$ cat config.mk
export PLATFORM = sky130hd
export DESIGN_NAME = rmsp_reset_mode
export DESIGN_NICKNAME = d
export VERILOG_FILES = /design/src/verilog/rmsp_reset_mode.v
export VERILOG_INCLUDE_DIRS = /design/src /design/src/shared
export SDC_FILE = /design/constraint.sdc
export NUM_CORES = 1
export LEC_CHECK = 0
export BUFFER_PORTS_ARGS = -buffer_cell sky130_fd_sc_hd__buf_2
export CAP_MARGIN = 20
export CORE_UTILIZATION = 55
export CTS_BUF_LIST = sky130_fd_sc_hd__clkbuf_16
export CTS_CLUSTER_SIZE = 40
export DETAILED_ROUTE_END_ITERATION = 8
export GPL_TIMING_DRIVEN = 0
export HOLD_SLACK_MARGIN = 0.12
export PLACE_DENSITY = 0.84
export SETUP_SLACK_MARGIN = 0.3
export SLEW_MARGIN = 20
export SYNTH_ARGS = -nofsm -noshare
export SYNTH_HDL_FRONTEND = slang
export SYNTH_SLANG_ARGS = --single-unit
$ cat constraint.sdc
create_clock -name sys_clk -period 3.48 [get_ports sys_clk]
set_input_delay 0.522 -clock sys_clk [delete_from_list [all_inputs] [get_ports sys_clk]]
set_output_delay 0.522 -clock sys_clk [all_outputs]
set_load 0.05 [all_outputs]
$ cat src/shared/rmsp_defines.vh
// constants for the reset and mode select pin block
`ifndef RMSP_DEFINES_VH
`define RMSP_DEFINES_VH
`define RMSP_STRETCH_CYC      7'd66
`define RMSP_STRETCH_W        7
`define RMSP_BIT_CYC          5'd16
`define RMSP_SPEEDUP_CYC      5'd1
`define RMSP_SAMPLE_CYC       5'd8
`define RMSP_CAUSE_W          4
`define RMSP_CAUSE_POR        0
`define RMSP_CAUSE_PIN        1
`define RMSP_CAUSE_INT        2
`define RMSP_CAUSE_DBG        3
`define RMSP_CAUSE_RST        4'h0
`define RMSP_MODE_RUN         1'b0
`define RMSP_MODE_BGND        1'b1
`define RMSP_CLK_INTERNAL     1'b0
`endif

$ cat src/verilog/rmsp_reset_mode.v
// reset stretcher, cause recorder, mode select and single-wire debug pin handling
//
// Contract
// - any reset start pulls the reset pin low for 66 bus cycles.
// - record which source caused each reset in the cause register.
// - reset pin is open drain: only driven low, pull-up returns it high.
// - during power-on or forced debug reset the mode pin is a mode input; the code releases a debug link drive one cycle after the reset starts.
// - once reset ends the mode pin belongs to the serial debug link.
// - mode pin high at reset release after power-on or forced reset: run mode.
// - host holding mode pin low then forces active background mode.
// - external pin reset always leads to user run mode; the code reads the mode pin if a forced or power-on reset coincides.
// - forced debug reset bit written with mode pin low enters background mode.
// - each debug link bit time lasts 16 debug clock cycles.
// - debug pin is pseudo open drain with a brief high speedup pulse.
// - after reset the clock source is the internal clock generator.
// - after reset every port pin is a high-impedance input, no pull-up.
// - in active background mode the processor stays suspended.
`include "rmsp_defines.vh"
`timescale 1ns/1ps
`default_nettype none

module rmsp_reset_mode #(
  parameter PORT_W = 16
) (
  input  wire                     sys_clk,
  input  wire                     rst_n,
  input  wire                     por_evt,
  input  wire                     int_rst_evt,
  input  wire                     force_debug_reset_bit,
  input  wire                     reset_pin_in,
  output reg                      reset_pin_out_ff,
  output reg                      reset_pin_oe_n_ff,
  input  wire                     debug_mode_select_pin_in,
  output reg                      debug_mode_select_pin_out_ff,
  output reg                      debug_mode_select_pin_oe_n_ff,
  input  wire                     dbg_tx_req,
  input  wire                     dbg_tx_bit,
  output reg                      dbg_tx_done_ff,
  output reg                      dbg_rx_valid_ff,
  output reg                      dbg_rx_bit_ff,
  output reg                      internal_reset_ff,
  output reg  [`RMSP_CAUSE_W-1:0] reset_cause_reg_ff,
  output reg                      background_debug_state_ff,
  output reg                      cpu_suspend_ff,
  output reg                      clk_sel_ext_ff,
  output reg  [PORT_W-1:0]        port_dir_out_ff,
  output reg  [PORT_W-1:0]        port_pullup_en_ff
);

  // three-stage synchronisers for both pins
  reg  [2:0] rpin_sync_ff;
  reg  [2:0] mpin_sync_ff;
  reg        rpin_low_ff;
  reg        mpin_lvl_ff;
  reg  [`RMSP_STRETCH_W-1:0] stretch_cnt_ff;
  reg        stretching_ff;
  reg        mode_src_ff;
  reg  [4:0] bit_cnt_ff;
  reg        tx_busy_ff;
  reg        tx_bit_ff;
  reg        rx_busy_ff;
  reg        mpin_prev_ff;
  reg        echo_ff;
  wire       ext_req;
  wire       any_start;
  wire       mode_capable;

  always @(posedge sys_clk) begin
    if (!rst_n) begin
      rpin_sync_ff <= 3'h7;
      mpin_sync_ff <= 3'h7;
      rpin_low_ff  <= 1'b0;
      mpin_lvl_ff  <= 1'b1;
    end else begin
      rpin_sync_ff <= {rpin_sync_ff[1:0], reset_pin_in};
      mpin_sync_ff <= {mpin_sync_ff[1:0], debug_mode_select_pin_in};
      // change counts only once stages two and three agree
      if (rpin_sync_ff[1] == rpin_sync_ff[2])
        rpin_low_ff <= ~rpin_sync_ff[2];
      if (mpin_sync_ff[1] == mpin_sync_ff[2])
        mpin_lvl_ff <= mpin_sync_ff[2];
    end
  end

  // self-drive masked
  // own drive echoes back through the synchroniser, so ignore it while stretching
  // the released pin needs a few cycles to read back high, so the echo is masked until then
  // limitation: a press still held after the stretch is not taken twice
  assign ext_req   = rpin_low_ff & ~stretching_ff & ~internal_reset_ff & ~echo_ff;
  assign any_start = por_evt | int_rst_evt | force_debug_reset_bit | ext_req;
  assign mode_capable = por_evt | force_debug_reset_bit;

  always @(posedge sys_clk) begin
    if (!rst_n) begin
      stretch_cnt_ff     <= `RMSP_STRETCH_CYC;
      stretching_ff      <= 1'b1;
      internal_reset_ff  <= 1'b1;
      reset_cause_reg_ff <= `RMSP_CAUSE_RST;
      mode_src_ff        <= 1'b1;
      reset_pin_out_ff   <= 1'b0;
      reset_pin_oe_n_ff  <= 1'b0;
      echo_ff            <= 1'b1;
    end else begin
      reset_pin_out_ff <= 1'b0;
      if (stretching_ff)
        echo_ff <= 1'b1;
      else if (!rpin_low_ff)
        echo_ff <= 1'b0;
      if (any_start && !stretching_ff) begin
        stretch_cnt_ff    <= `RMSP_STRETCH_CYC;
        stretching_ff     <= 1'b1;
        internal_reset_ff <= 1'b1;
        reset_pin_oe_n_ff <= 1'b0;
        reset_cause_reg_ff <= {force_debug_reset_bit, int_rst_evt, ext_req & ~por_evt, por_evt};
        mode_src_ff <= mode_capable;
      end else if (stretching_ff) begin
        if (stretch_cnt_ff == `RMSP_STRETCH_W'd1) begin
          stretching_ff     <= 1'b0;
          internal_reset_ff <= 1'b0;
          reset_pin_oe_n_ff <= 1'b1;
        end
        stretch_cnt_ff <= stretch_cnt_ff - `RMSP_STRETCH_W'd1;
      end
    end
  end

  // mode decision at the falling edge of internal reset
  always @(posedge sys_clk) begin
    if (!rst_n) begin
      background_debug_state_ff <= `RMSP_MODE_RUN;
      cpu_suspend_ff            <= 1'b1;
      clk_sel_ext_ff            <= `RMSP_CLK_INTERNAL;
      port_dir_out_ff           <= {PORT_W{1'b0}};
      port_pullup_en_ff         <= {PORT_W{1'b0}};
    end else if (any_start && !stretching_ff) begin
      // suspend with reset start, not a cycle later
      cpu_suspend_ff <= 1'b1;
    end else if (internal_reset_ff) begin
      cpu_suspend_ff    <= 1'b1;
      clk_sel_ext_ff    <= `RMSP_CLK_INTERNAL;
      port_dir_out_ff   <= {PORT_W{1'b0}};
      port_pullup_en_ff <= {PORT_W{1'b0}};
      if (stretch_cnt_ff == `RMSP_STRETCH_W'd1) begin
        background_debug_state_ff <= (mode_src_ff && !mpin_lvl_ff) ? `RMSP_MODE_BGND : `RMSP_MODE_RUN;
        cpu_suspend_ff            <= mode_src_ff && !mpin_lvl_ff;
      end
    end
  end

  // debug link on the mode pin after reset
  always @(posedge sys_clk) begin
    if (!rst_n) begin
      debug_mode_select_pin_out_ff  <= 1'b0;
      debug_mode_select_pin_oe_n_ff <= 1'b1;
      bit_cnt_ff      <= 5'h00;
      tx_busy_ff      <= 1'b0;
      tx_bit_ff       <= 1'b0;
      rx_busy_ff      <= 1'b0;
      mpin_prev_ff    <= 1'b1;
      dbg_tx_done_ff  <= 1'b0;
      dbg_rx_valid_ff <= 1'b0;
      dbg_rx_bit_ff   <= 1'b0;
    end else begin
      dbg_tx_done_ff  <= 1'b0;
      dbg_rx_valid_ff <= 1'b0;
      mpin_prev_ff    <= mpin_lvl_ff;
      if (internal_reset_ff) begin
        debug_mode_select_pin_oe_n_ff <= 1'b1;
        tx_busy_ff <= 1'b0;
        rx_busy_ff <= 1'b0;
        bit_cnt_ff <= 5'h00;
      end else if (tx_busy_ff) begin
        bit_cnt_ff <= bit_cnt_ff + 5'h01;
        if (bit_cnt_ff == 5'h00) begin
          debug_mode_select_pin_out_ff  <= 1'b0;
          debug_mode_select_pin_oe_n_ff <= 1'b0;
        end else if (bit_cnt_ff == `RMSP_SPEEDUP_CYC + (tx_bit_ff ? 5'h00 : `RMSP_SAMPLE_CYC)) begin
          debug_mode_select_pin_out_ff  <= 1'b1;
          debug_mode_select_pin_oe_n_ff <= 1'b0;
        end else if (debug_mode_select_pin_out_ff) begin
          debug_mode_select_pin_oe_n_ff <= 1'b1;
          debug_mode_select_pin_out_ff  <= 1'b0;
        end
        if (bit_cnt_ff == `RMSP_BIT_CYC - 5'h01) begin
          tx_busy_ff     <= 1'b0;
          dbg_tx_done_ff <= 1'b1;
        end
      end else if (rx_busy_ff) begin
        bit_cnt_ff <= bit_cnt_ff + 5'h01;
        if (bit_cnt_ff == `RMSP_SAMPLE_CYC) begin
          dbg_rx_bit_ff   <= mpin_lvl_ff;
          dbg_rx_valid_ff <= 1'b1;
        end
        if (bit_cnt_ff == `RMSP_BIT_CYC - 5'h01)
          rx_busy_ff <= 1'b0;
      end else if (dbg_tx_req) begin
        tx_busy_ff <= 1'b1;
        tx_bit_ff  <= dbg_tx_bit;
        bit_cnt_ff <= 5'h00;
      end else if (mpin_prev_ff && !mpin_lvl_ff) begin
        // host falling edge starts a received bit
        rx_busy_ff <= 1'b1;
        bit_cnt_ff <= 5'h01;
      end
    end
  end

endmodule // rmsp_reset_mode

`default_nettype wire

---- Word level (Yosys, flattened, before mapping) ----
Index checks and enable logic that the tools add are counted.
operators by class
  add/sub/neg operators ................... 3
  equality and inequality tests ........... 6
  mux-type cells .......................... 23
  bitwise operators ....................... 17
  reductions and logical operators ........ 19
operators with widths
  operator                                           count
  two-way mux 5 bit                                  4
  two-way mux 1 bit                                  18
  == test 5 x 4 -> 1 bit (second input constant)     2
  inverter 1 bit                                     9
  AND reduction 4 bit                                2
  == test 7 x 1 -> 1 bit (second input constant)     1
  subtractor 7 x 1 -> 7 bit (second input constant)  1
  AND reduction 2 bit                                3
  OR reduction 2 bit                                 3
  adder 1 x 4 -> 5 bit (first input constant)        1
  adder 5 x 1 -> 5 bit (second input constant)       1
  == test 5 bit                                      1
  logical NOT 5 bit                                  1
  AND 1 bit                                          4
  two-way mux 4 bit                                  1
  OR 1 bit                                           4
  nonzero test 4 bit                                 1
  OR reduction 4 bit                                 1
  logical AND 1 bit                                  3
  AND reduction 3 bit                                1
  nonzero test 3 bit                                 1
  OR reduction 3 bit                                 1
  == test 1 bit                                      2
  logical NOT 1 bit                                  2
word-level totals
  register bits ........................... 40
  input port bits ......................... 9
  output and inout port bits .............. 47
  word-level logic and storage cells ...... 91

---- Logic depth before layout (Yosys ltp) ----
Gate-level depths: netlist of run 1.
  depth in word-level cells ............... 8
  gate-level depth with buffers ........... 6
  mapped depth without buffers ............ 5

---- Worst setup path after synthesis of run 1 ----
Ideal clock, no wire load.
  path type ............................... register -> register
  start point ............................. register internal_reset_ff
  end point ............................... register stretch_cnt_ff[4]
  setup time .............................. 0.125 ns
  arrival time ............................ 1.593 ns
  data required time ...................... 3.355 ns
  slack ................................... 1.762 ns
  stages on the path, launching flop included .. 7
  buffers on the path ..................... 3
  period minus slack after synthesis ...... 1.718 ns
  path through ............................ dfxtp_1 > buf_6 > or4b_1 > clkbuf_2 > o211ai_2 > buf_6 > a21oi_1
between the ends
  word-level cells in the longest chain between the ends .. 6
RTL lines
  element                              line                   text
  start: declaration                   rmsp_reset_mode.v:41   output reg internal_reset_ff,
  start signal: assignment             rmsp_reset_mode.v:97   internal_reset_ff <= 1'b1;
  start signal: assignment             rmsp_reset_mode.v:112  internal_reset_ff <= 1'b1;
  start signal: assignment             rmsp_reset_mode.v:119  internal_reset_ff <= 1'b0;
  inverter 1 bit (no source line)      --
  AND 1 bit (2 in series)              rmsp_reset_mode.v:89   assign ext_req = rpin_low_ff & ~stretching_ff & ~internal_reset_ff & ~echo_ff;
  OR 1 bit                             rmsp_reset_mode.v:90   assign any_start = por_evt | int_rst_evt | force_debug_reset_bit | ext_req;
  logical AND 1 bit                    rmsp_reset_mode.v:109  if (any_start && !stretching_ff) begin
  OR reduction 2 bit (no source line)  --
  end signal: assignment               rmsp_reset_mode.v:95   stretch_cnt_ff <= `RMSP_STRETCH_CYC;
  end signal: assignment               rmsp_reset_mode.v:110  stretch_cnt_ff <= `RMSP_STRETCH_CYC;
  end signal: assignment               rmsp_reset_mode.v:122  stretch_cnt_ff <= stretch_cnt_ff - `RMSP_STRETCH_W'd1;
  end: declaration                     rmsp_reset_mode.v:55   reg [`RMSP_STRETCH_W-1:0] stretch_cnt_ff;
No other way between the ends.
A chain may end at the register's enable or synchronous reset.

---- Final worst setup path of run 1 ----
  start point ............................. register internal_reset_ff
  end point ............................... register reset_pin_oe_n_ff
between the ends
  word-level cells in the longest chain between the ends .. 6
RTL lines
  element                              line                   text
  inverter 1 bit (no source line)      --
  AND 1 bit (2 in series)              rmsp_reset_mode.v:89
  OR 1 bit                             rmsp_reset_mode.v:90
  logical AND 1 bit                    rmsp_reset_mode.v:109
  OR reduction 2 bit (no source line)  --
  end signal: assignment               rmsp_reset_mode.v:101  reset_pin_oe_n_ff <= 1'b0;
  end signal: assignment               rmsp_reset_mode.v:113  reset_pin_oe_n_ff <= 1'b0;
  end signal: assignment               rmsp_reset_mode.v:120  reset_pin_oe_n_ff <= 1'b1;
  end: declaration                     rmsp_reset_mode.v:32   output reg reset_pin_oe_n_ff,
No other way between the ends.

==> impl_metrics.tcl, run 1 <==
set metrics [dict create \
    status "finished, final reports clean" \
    synthCells 217 \
    rows 21 \
    clkLatencyLatePin_ns 0.28 \
    overflow 0 \
    relSlewSlack 0.547 \
    post-route-period-util 0.449 \
    hold-worst-slack_ns 0.408 \
    ctsLongestPathBuffers 2 \
    grt_use_total 0.208 \
    yosysTopAreaCell "dfxtp_1" \
    core_um2 3390 \
    synth_edf_count 0 \
    grt_setup_unrepaired "false" \
    worstPathMaxFanout 10 \
    synth_top_area_frac 0.404 \
    grt_pass1_wl_mm 5.88 \
    critPathBufInv 3 \
    netlist_area_um2 1980 \
    drtPass1Iterations 4 \
    final-setup-viol-count 0 \
    n_antenna_cell 0 \
    critPathSlowestCell "or4b_1" \
    root_buffer "clkbuf_16" \
    cap_violations 0 \
    die-area_um2 3850 \
    start_util 0.585 \
    routedWlPerCell_um 10.9 \
    hpwlAfterDp_mm 2.49 \
    synthTopCellsByCount "dfxtp_1, buf_4, a21oi_1, nand2b_1, nor2_1" \
    async_flop_share 0 \
    port_buffers 21 \
    hold_viol 0 \
    grt_pass1_vias 1378 \
    drt-vias-per-instance 4.81 \
    crit_chain "buf_6 > or4b_1 > clkbuf_2 > o211ai_2 > buf_6 > a21oi_1" \
    drtAntennaViolNets 0 \
    max_freq_mhz 640 \
    vias 1562 \
    yosysMostFrequentCell "dfxtp_1" \
    slew_violations 0 \
    ctsHoldBuffers 0 \
    skew_ns 0.00457 \
    arrival_ns 1.73 \
    crit_type "reg2reg" \
    cts.repair.resized 0 \
    powerDensity_nw_per_um2 487 \
    cp_top_family "simple AND/OR/NAND/NOR gates" \
    htreeDepth 2 \
    ys_warn_count 0 \
    critPathMostFrequentCell "buf_6" \
    startpoint_type "register" \
    post-route-drc-count 0 \
    irDropWorstVdd_mv 0.355 \
    leakagePower_nw 1.09 \
    min_path_type "reg2reg" \
    final_layout_size_suffix_gt1_frac 0.276 \
    numCtsBuffers 5 \
    post-cts-setup-buffer-count 0 \
    fin_crit_ns 1.56 \
    nFillCells 286 \
    first_iter_violations 58 \
    slowest_delay_ns 0.50 \
    syn2layout_area_growth_pct 22.7 \
    synth_seq_cells 40 \
    clock_sinks 40 \
    io_pins 56 \
    syn_area_per_cell_um2 9.14 \
    clk_pin_slew_ns 0.06 \
    final_net_count 293 \
    endpoint_kind "register" \
    grt_max_degree 13 \
    synth_area_leaders "dfxtp_1, buf_4, nand2b_1" \
    die_x_um 62.0 \
    required_ns 3.65 \
    cts_tree "yes" \
    synthFlopType "dfxtp_1" \
    worst_pin_slew_ns 0.674 \
    grt_antenna_before_repair 0 \
    routabilityCongestion 0.802 \
    die_y_um 62.0 \
    wirelength_mm 3.53 \
    finalSetupTns_ns 0 \
    yosysSeqAreaShare 0.404 \
    yosys.cell_types.count 56 \
]
-- cells by family after synthesis --
group                      after synthesis  synth area share
other                                    1           0.00189
xor gates and xnor gates                 3            0.0133
adders and majority gates                6            0.0379
muxes                                    2            0.0101
DFF                                     40             0.404
buffers and inverters                   51             0.170
AOI/OAI and AO/OA                       48             0.167
and+or+nand+nor                         66             0.196
-- sequential cells by signal (all words and copies together), names as in the netlist, 3 cells and up --
signal              cells
stretch_cnt_ff          7
mpin_sync_ff            3
rpin_sync_ff            3
reset_cause_reg_ff      4
bit_cnt_ff              5
-- layout make-up --
class,count,area [um^2],area share
multi-input combinational,159,968,0.398
inverter,8,30.0,0.0123
sequential,40,801,0.329
timing repair buffer,21,105,0.0432
tap,46,57.6,0.0237
buffer,43,308,0.126
clock inverter,3,38.8,0.0159
clock buffer,5,125,0.0514
-- metrics by stage --
stage | power (mW) | instance area, um^2 | instances | utilization | setup slack [ns]
2_1_floorplan | 0.668 | 2110 | 250 | - | 1.76
3_3_place_gp | 0.686 | 2270 | 317 | 0.670 | 1.74
5_1_grt | 1.23 | 2430 | 325 | 0.718 | 1.84
6_report | 1.18 | 2430 | 325 | 0.718 | 1.92
3_5_place_dp | 0.690 | 2270 | 317 | 0.670 | 1.74
4_1_cts | 1.19 | 2430 | 325 | 0.718 | 1.92
-- layout by cell type (no fill, tap or decap), drive strengths merged, types with 5 or more instances in the layout --
master / count
conb: 34
ha: 6
a21oi: 17
dfxtp: 40
buf: 60
inv: 8
nand2b: 15
nand2: 7
o211ai: 5
nor2: 14
clkbuf: 9
-- where the power goes --
part / internal, mW / switching (mW)
combinational: 0.0623 / 0.128
clock: 0.334 / 0.169
sequential: 0.475 / 0.0166
-- per-layer routing --
layer / wire length [um] / share of wire / GRT usage
met1: 1610 / 0.46 / 0.249
met2: 1700 / 0.48 / 0.359
met3: 172 / 0.049 / 0.0455
met4: 51 / 0.014 / 0.0857
met5: 0 / 0 / 0
-- final timing paths --
| kind | from | end | slack [ns] | cells after the start |
|---|---|---|---|---|
| worst min-delay path | mpin_sync_ff[0] | mpin_sync_ff[1] | 0.41 | 1 |
| worst min register to register | mpin_sync_ff[0] | mpin_sync_ff[1] | 0.41 | 1 |
| worst max register to register | internal_reset_ff | reset_pin_oe_n_ff | 1.92 | 6 |
| worst max-delay path | internal_reset_ff | reset_pin_oe_n_ff | 1.92 | 6 |
-- worst reg2reg max path: cells and delay by family, from the launching register on --
kind,cells,cell delay (ns)
compound gates,2,0.16
buf+inv,3,0.48
flops,1,0.31
simple gates,1,0.50
Power figures use the tool's default switching activity.
==> run 2, diff against run 1 <==
- CORE_UTILIZATION: 55 -> 51
- PLACE_DENSITY: 0.84 -> 0.78
- clock period: 3.48 -> 1.58 ns (I/O delays scaled with it)
==> impl_metrics.tcl, run 2 (same netlist as run 1, synthesis figures left out) <==
set metrics [dict create \
    clk_pin_slew_ns 0.06 \
    final_net_count 305 \
    slew_violations 0 \
    worstHoldStart "debug_mode_select_pin_in" \
    reg2reg_from "internal_reset_ff" \
    worstPathMaxFanout 7 \
    start_util 0.538 \
    drtAntennaViolNets 0 \
    required_ns 1.81 \
    worst_pin_slew_ns 0.785 \
    leakagePower_nw 1.20 \
    numCtsBuffers 5 \
    fin_crit_ns 1.50 \
    first_iter_violations 73 \
    critPathBufInv 3 \
    drtPass1Iterations 4 \
    relSlewSlack 0.473 \
    grt_pass1_vias 1541 \
    grt_max_degree 14 \
    cts_tree "yes" \
    nFillCells 282 \
    clkLatencyLatePin_ns 0.28 \
    wirelength_mm 4.11 \
    status "finished, final reports clean" \
    post-route-drc-count 0 \
    skew_ns 0.00724 \
    rows 22 \
    overflow 0 \
    io_pins 56 \
    grt_use_total 0.207 \
    endpoint_kind "register" \
    clock_sinks 40 \
    max_freq_mhz 665 \
    grt_pass1_wl_mm 6.62 \
    stdcell_count 339 \
    final_layout_size_suffix_gt1_frac 0.460 \
    vias 1654 \
    powerDensity_nw_per_um2 971 \
    cap_violations 0 \
    crit_type "reg2reg" \
    grt_antenna_before_repair 0 \
    root_buffer "clkbuf_16" \
    critPathMostFrequentCell "buf_6" \
    min_path_type "in2reg" \
    crit_chain "buf_6 > or4b_4 > buf_8 > o211ai_4 > buf_6 > nand2b_4" \
    drt-vias-per-instance 4.88 \
    startpoint_type "register" \
    irDropWorstVdd_mv 0.611 \
    largest_reg_flops 7 \
    dp_cells 319 \
    mostFrequentLayoutCells "buf_4, conb_1, dfxtp_1, buf_2" \
    die_x_um 64.4 \
    finalSetupTns_ns 0 \
    slowest_delay_ns 0.49 \
    arrival_ns 1.74 \
    n_antenna_cell 0 \
    port_buffers 21 \
    core_um2 3690 \
    post-route-period-util 0.952 \
    crit_start "internal_reset_ff" \
    ctsHoldBuffers 0 \
    die_y_um 64.4 \
    top_register "stretch_cnt_ff" \
    routedWlPerCell_um 12.1 \
    ctsLongestPathBuffers 2 \
    htreeDepth 2 \
    syn2layout_area_growth_pct 41.3 \
    critPathSlowestCell "or4b_4" \
    hold_viol 0 \
    hpwlAfterDp_mm 2.58 \
    grt_setup_unrepaired "true" \
    final-setup-viol-count 0 \
    final_common_cell "buf_4" \
    die-area_um2 4140 \
    routabilityCongestion 0.765 \
    largestRegisters "stretch_cnt_ff: 7 flops, bit_cnt_ff: 5 flops, reset_cause_reg_ff: 4 flops" \
    cp_top_family "simple AND/OR/NAND/NOR gates" \
]
[run 2: what timing repair did]
action / CTS / global route
buffers inserted: 5 / 5
gates resized for setup: 25 / 41
pin swaps: 4 / 13
setup endpoints to repair: 25 / 28
gates cloned: 2 / 0
[run 2: path summary, 6_finish.rpt]
kind / end / slack, ns / depth (start not counted)
setup / recovery: stretch_cnt_ff[1] / 0.08 / 6
hold / removal: mpin_sync_ff[0] / 0.13 / 2
setup reg to reg: stretch_cnt_ff[1] / 0.08 / 6
hold reg to reg: rpin_sync_ff[1] / 0.41 / 1
[run 2: power breakdown]
group / internal [mW] / switching [mW]
combinational: 0.184 / 0.311
clock: 0.741 / 0.398
sequential: 1.05 / 0.0393
total: 1.97 / 0.748
[run 2: layout make-up]
cell class	instances	area, um^2	area share
buffer	43	347	0.124
timing repair buffer	33	210	0.0750
tap	48	60.1	0.0214
multi-input combinational	159	1160	0.416
clock buffer	5	125	0.0447
sequential	40	822	0.293
inverter	8	30.0	0.0107
clock inverter	3	42.5	0.0152
[run 2: routing by layer]
metal | share of wire | track usage | wire, um | vias up
li1 | - | - | - | 828
met1 | 0.45 | 0.244 | 1860 | 760
met5 | 0 | 0 | 0 | -
met3 | 0.057 | 0.0625 | 235 | 7
met4 | 0.017 | 0.0778 | 69 | 0
met2 | 0.47 | 0.349 | 1950 | 59
[run 2: metrics by stage]
stage | total power, mW | worst slack (ns) | area, um^2 | util | hold slack, ns
5_1_grt | 2.81 | 0.0372 | 2800 | 0.759 | 0.140
4_1_cts | 2.69 | 0.0837 | 2610 | 0.707 | 0.132
3_3_place_gp | 1.51 | 0.0774 | 2300 | 0.622 | 0.389
2_1_floorplan | 1.47 | 0.0586 | 2130 | - | 0.310
6_report | 2.72 | 0.0761 | 2800 | 0.759 | 0.134
3_5_place_dp | 1.52 | 0.0507 | 2300 | 0.622 | 0.397
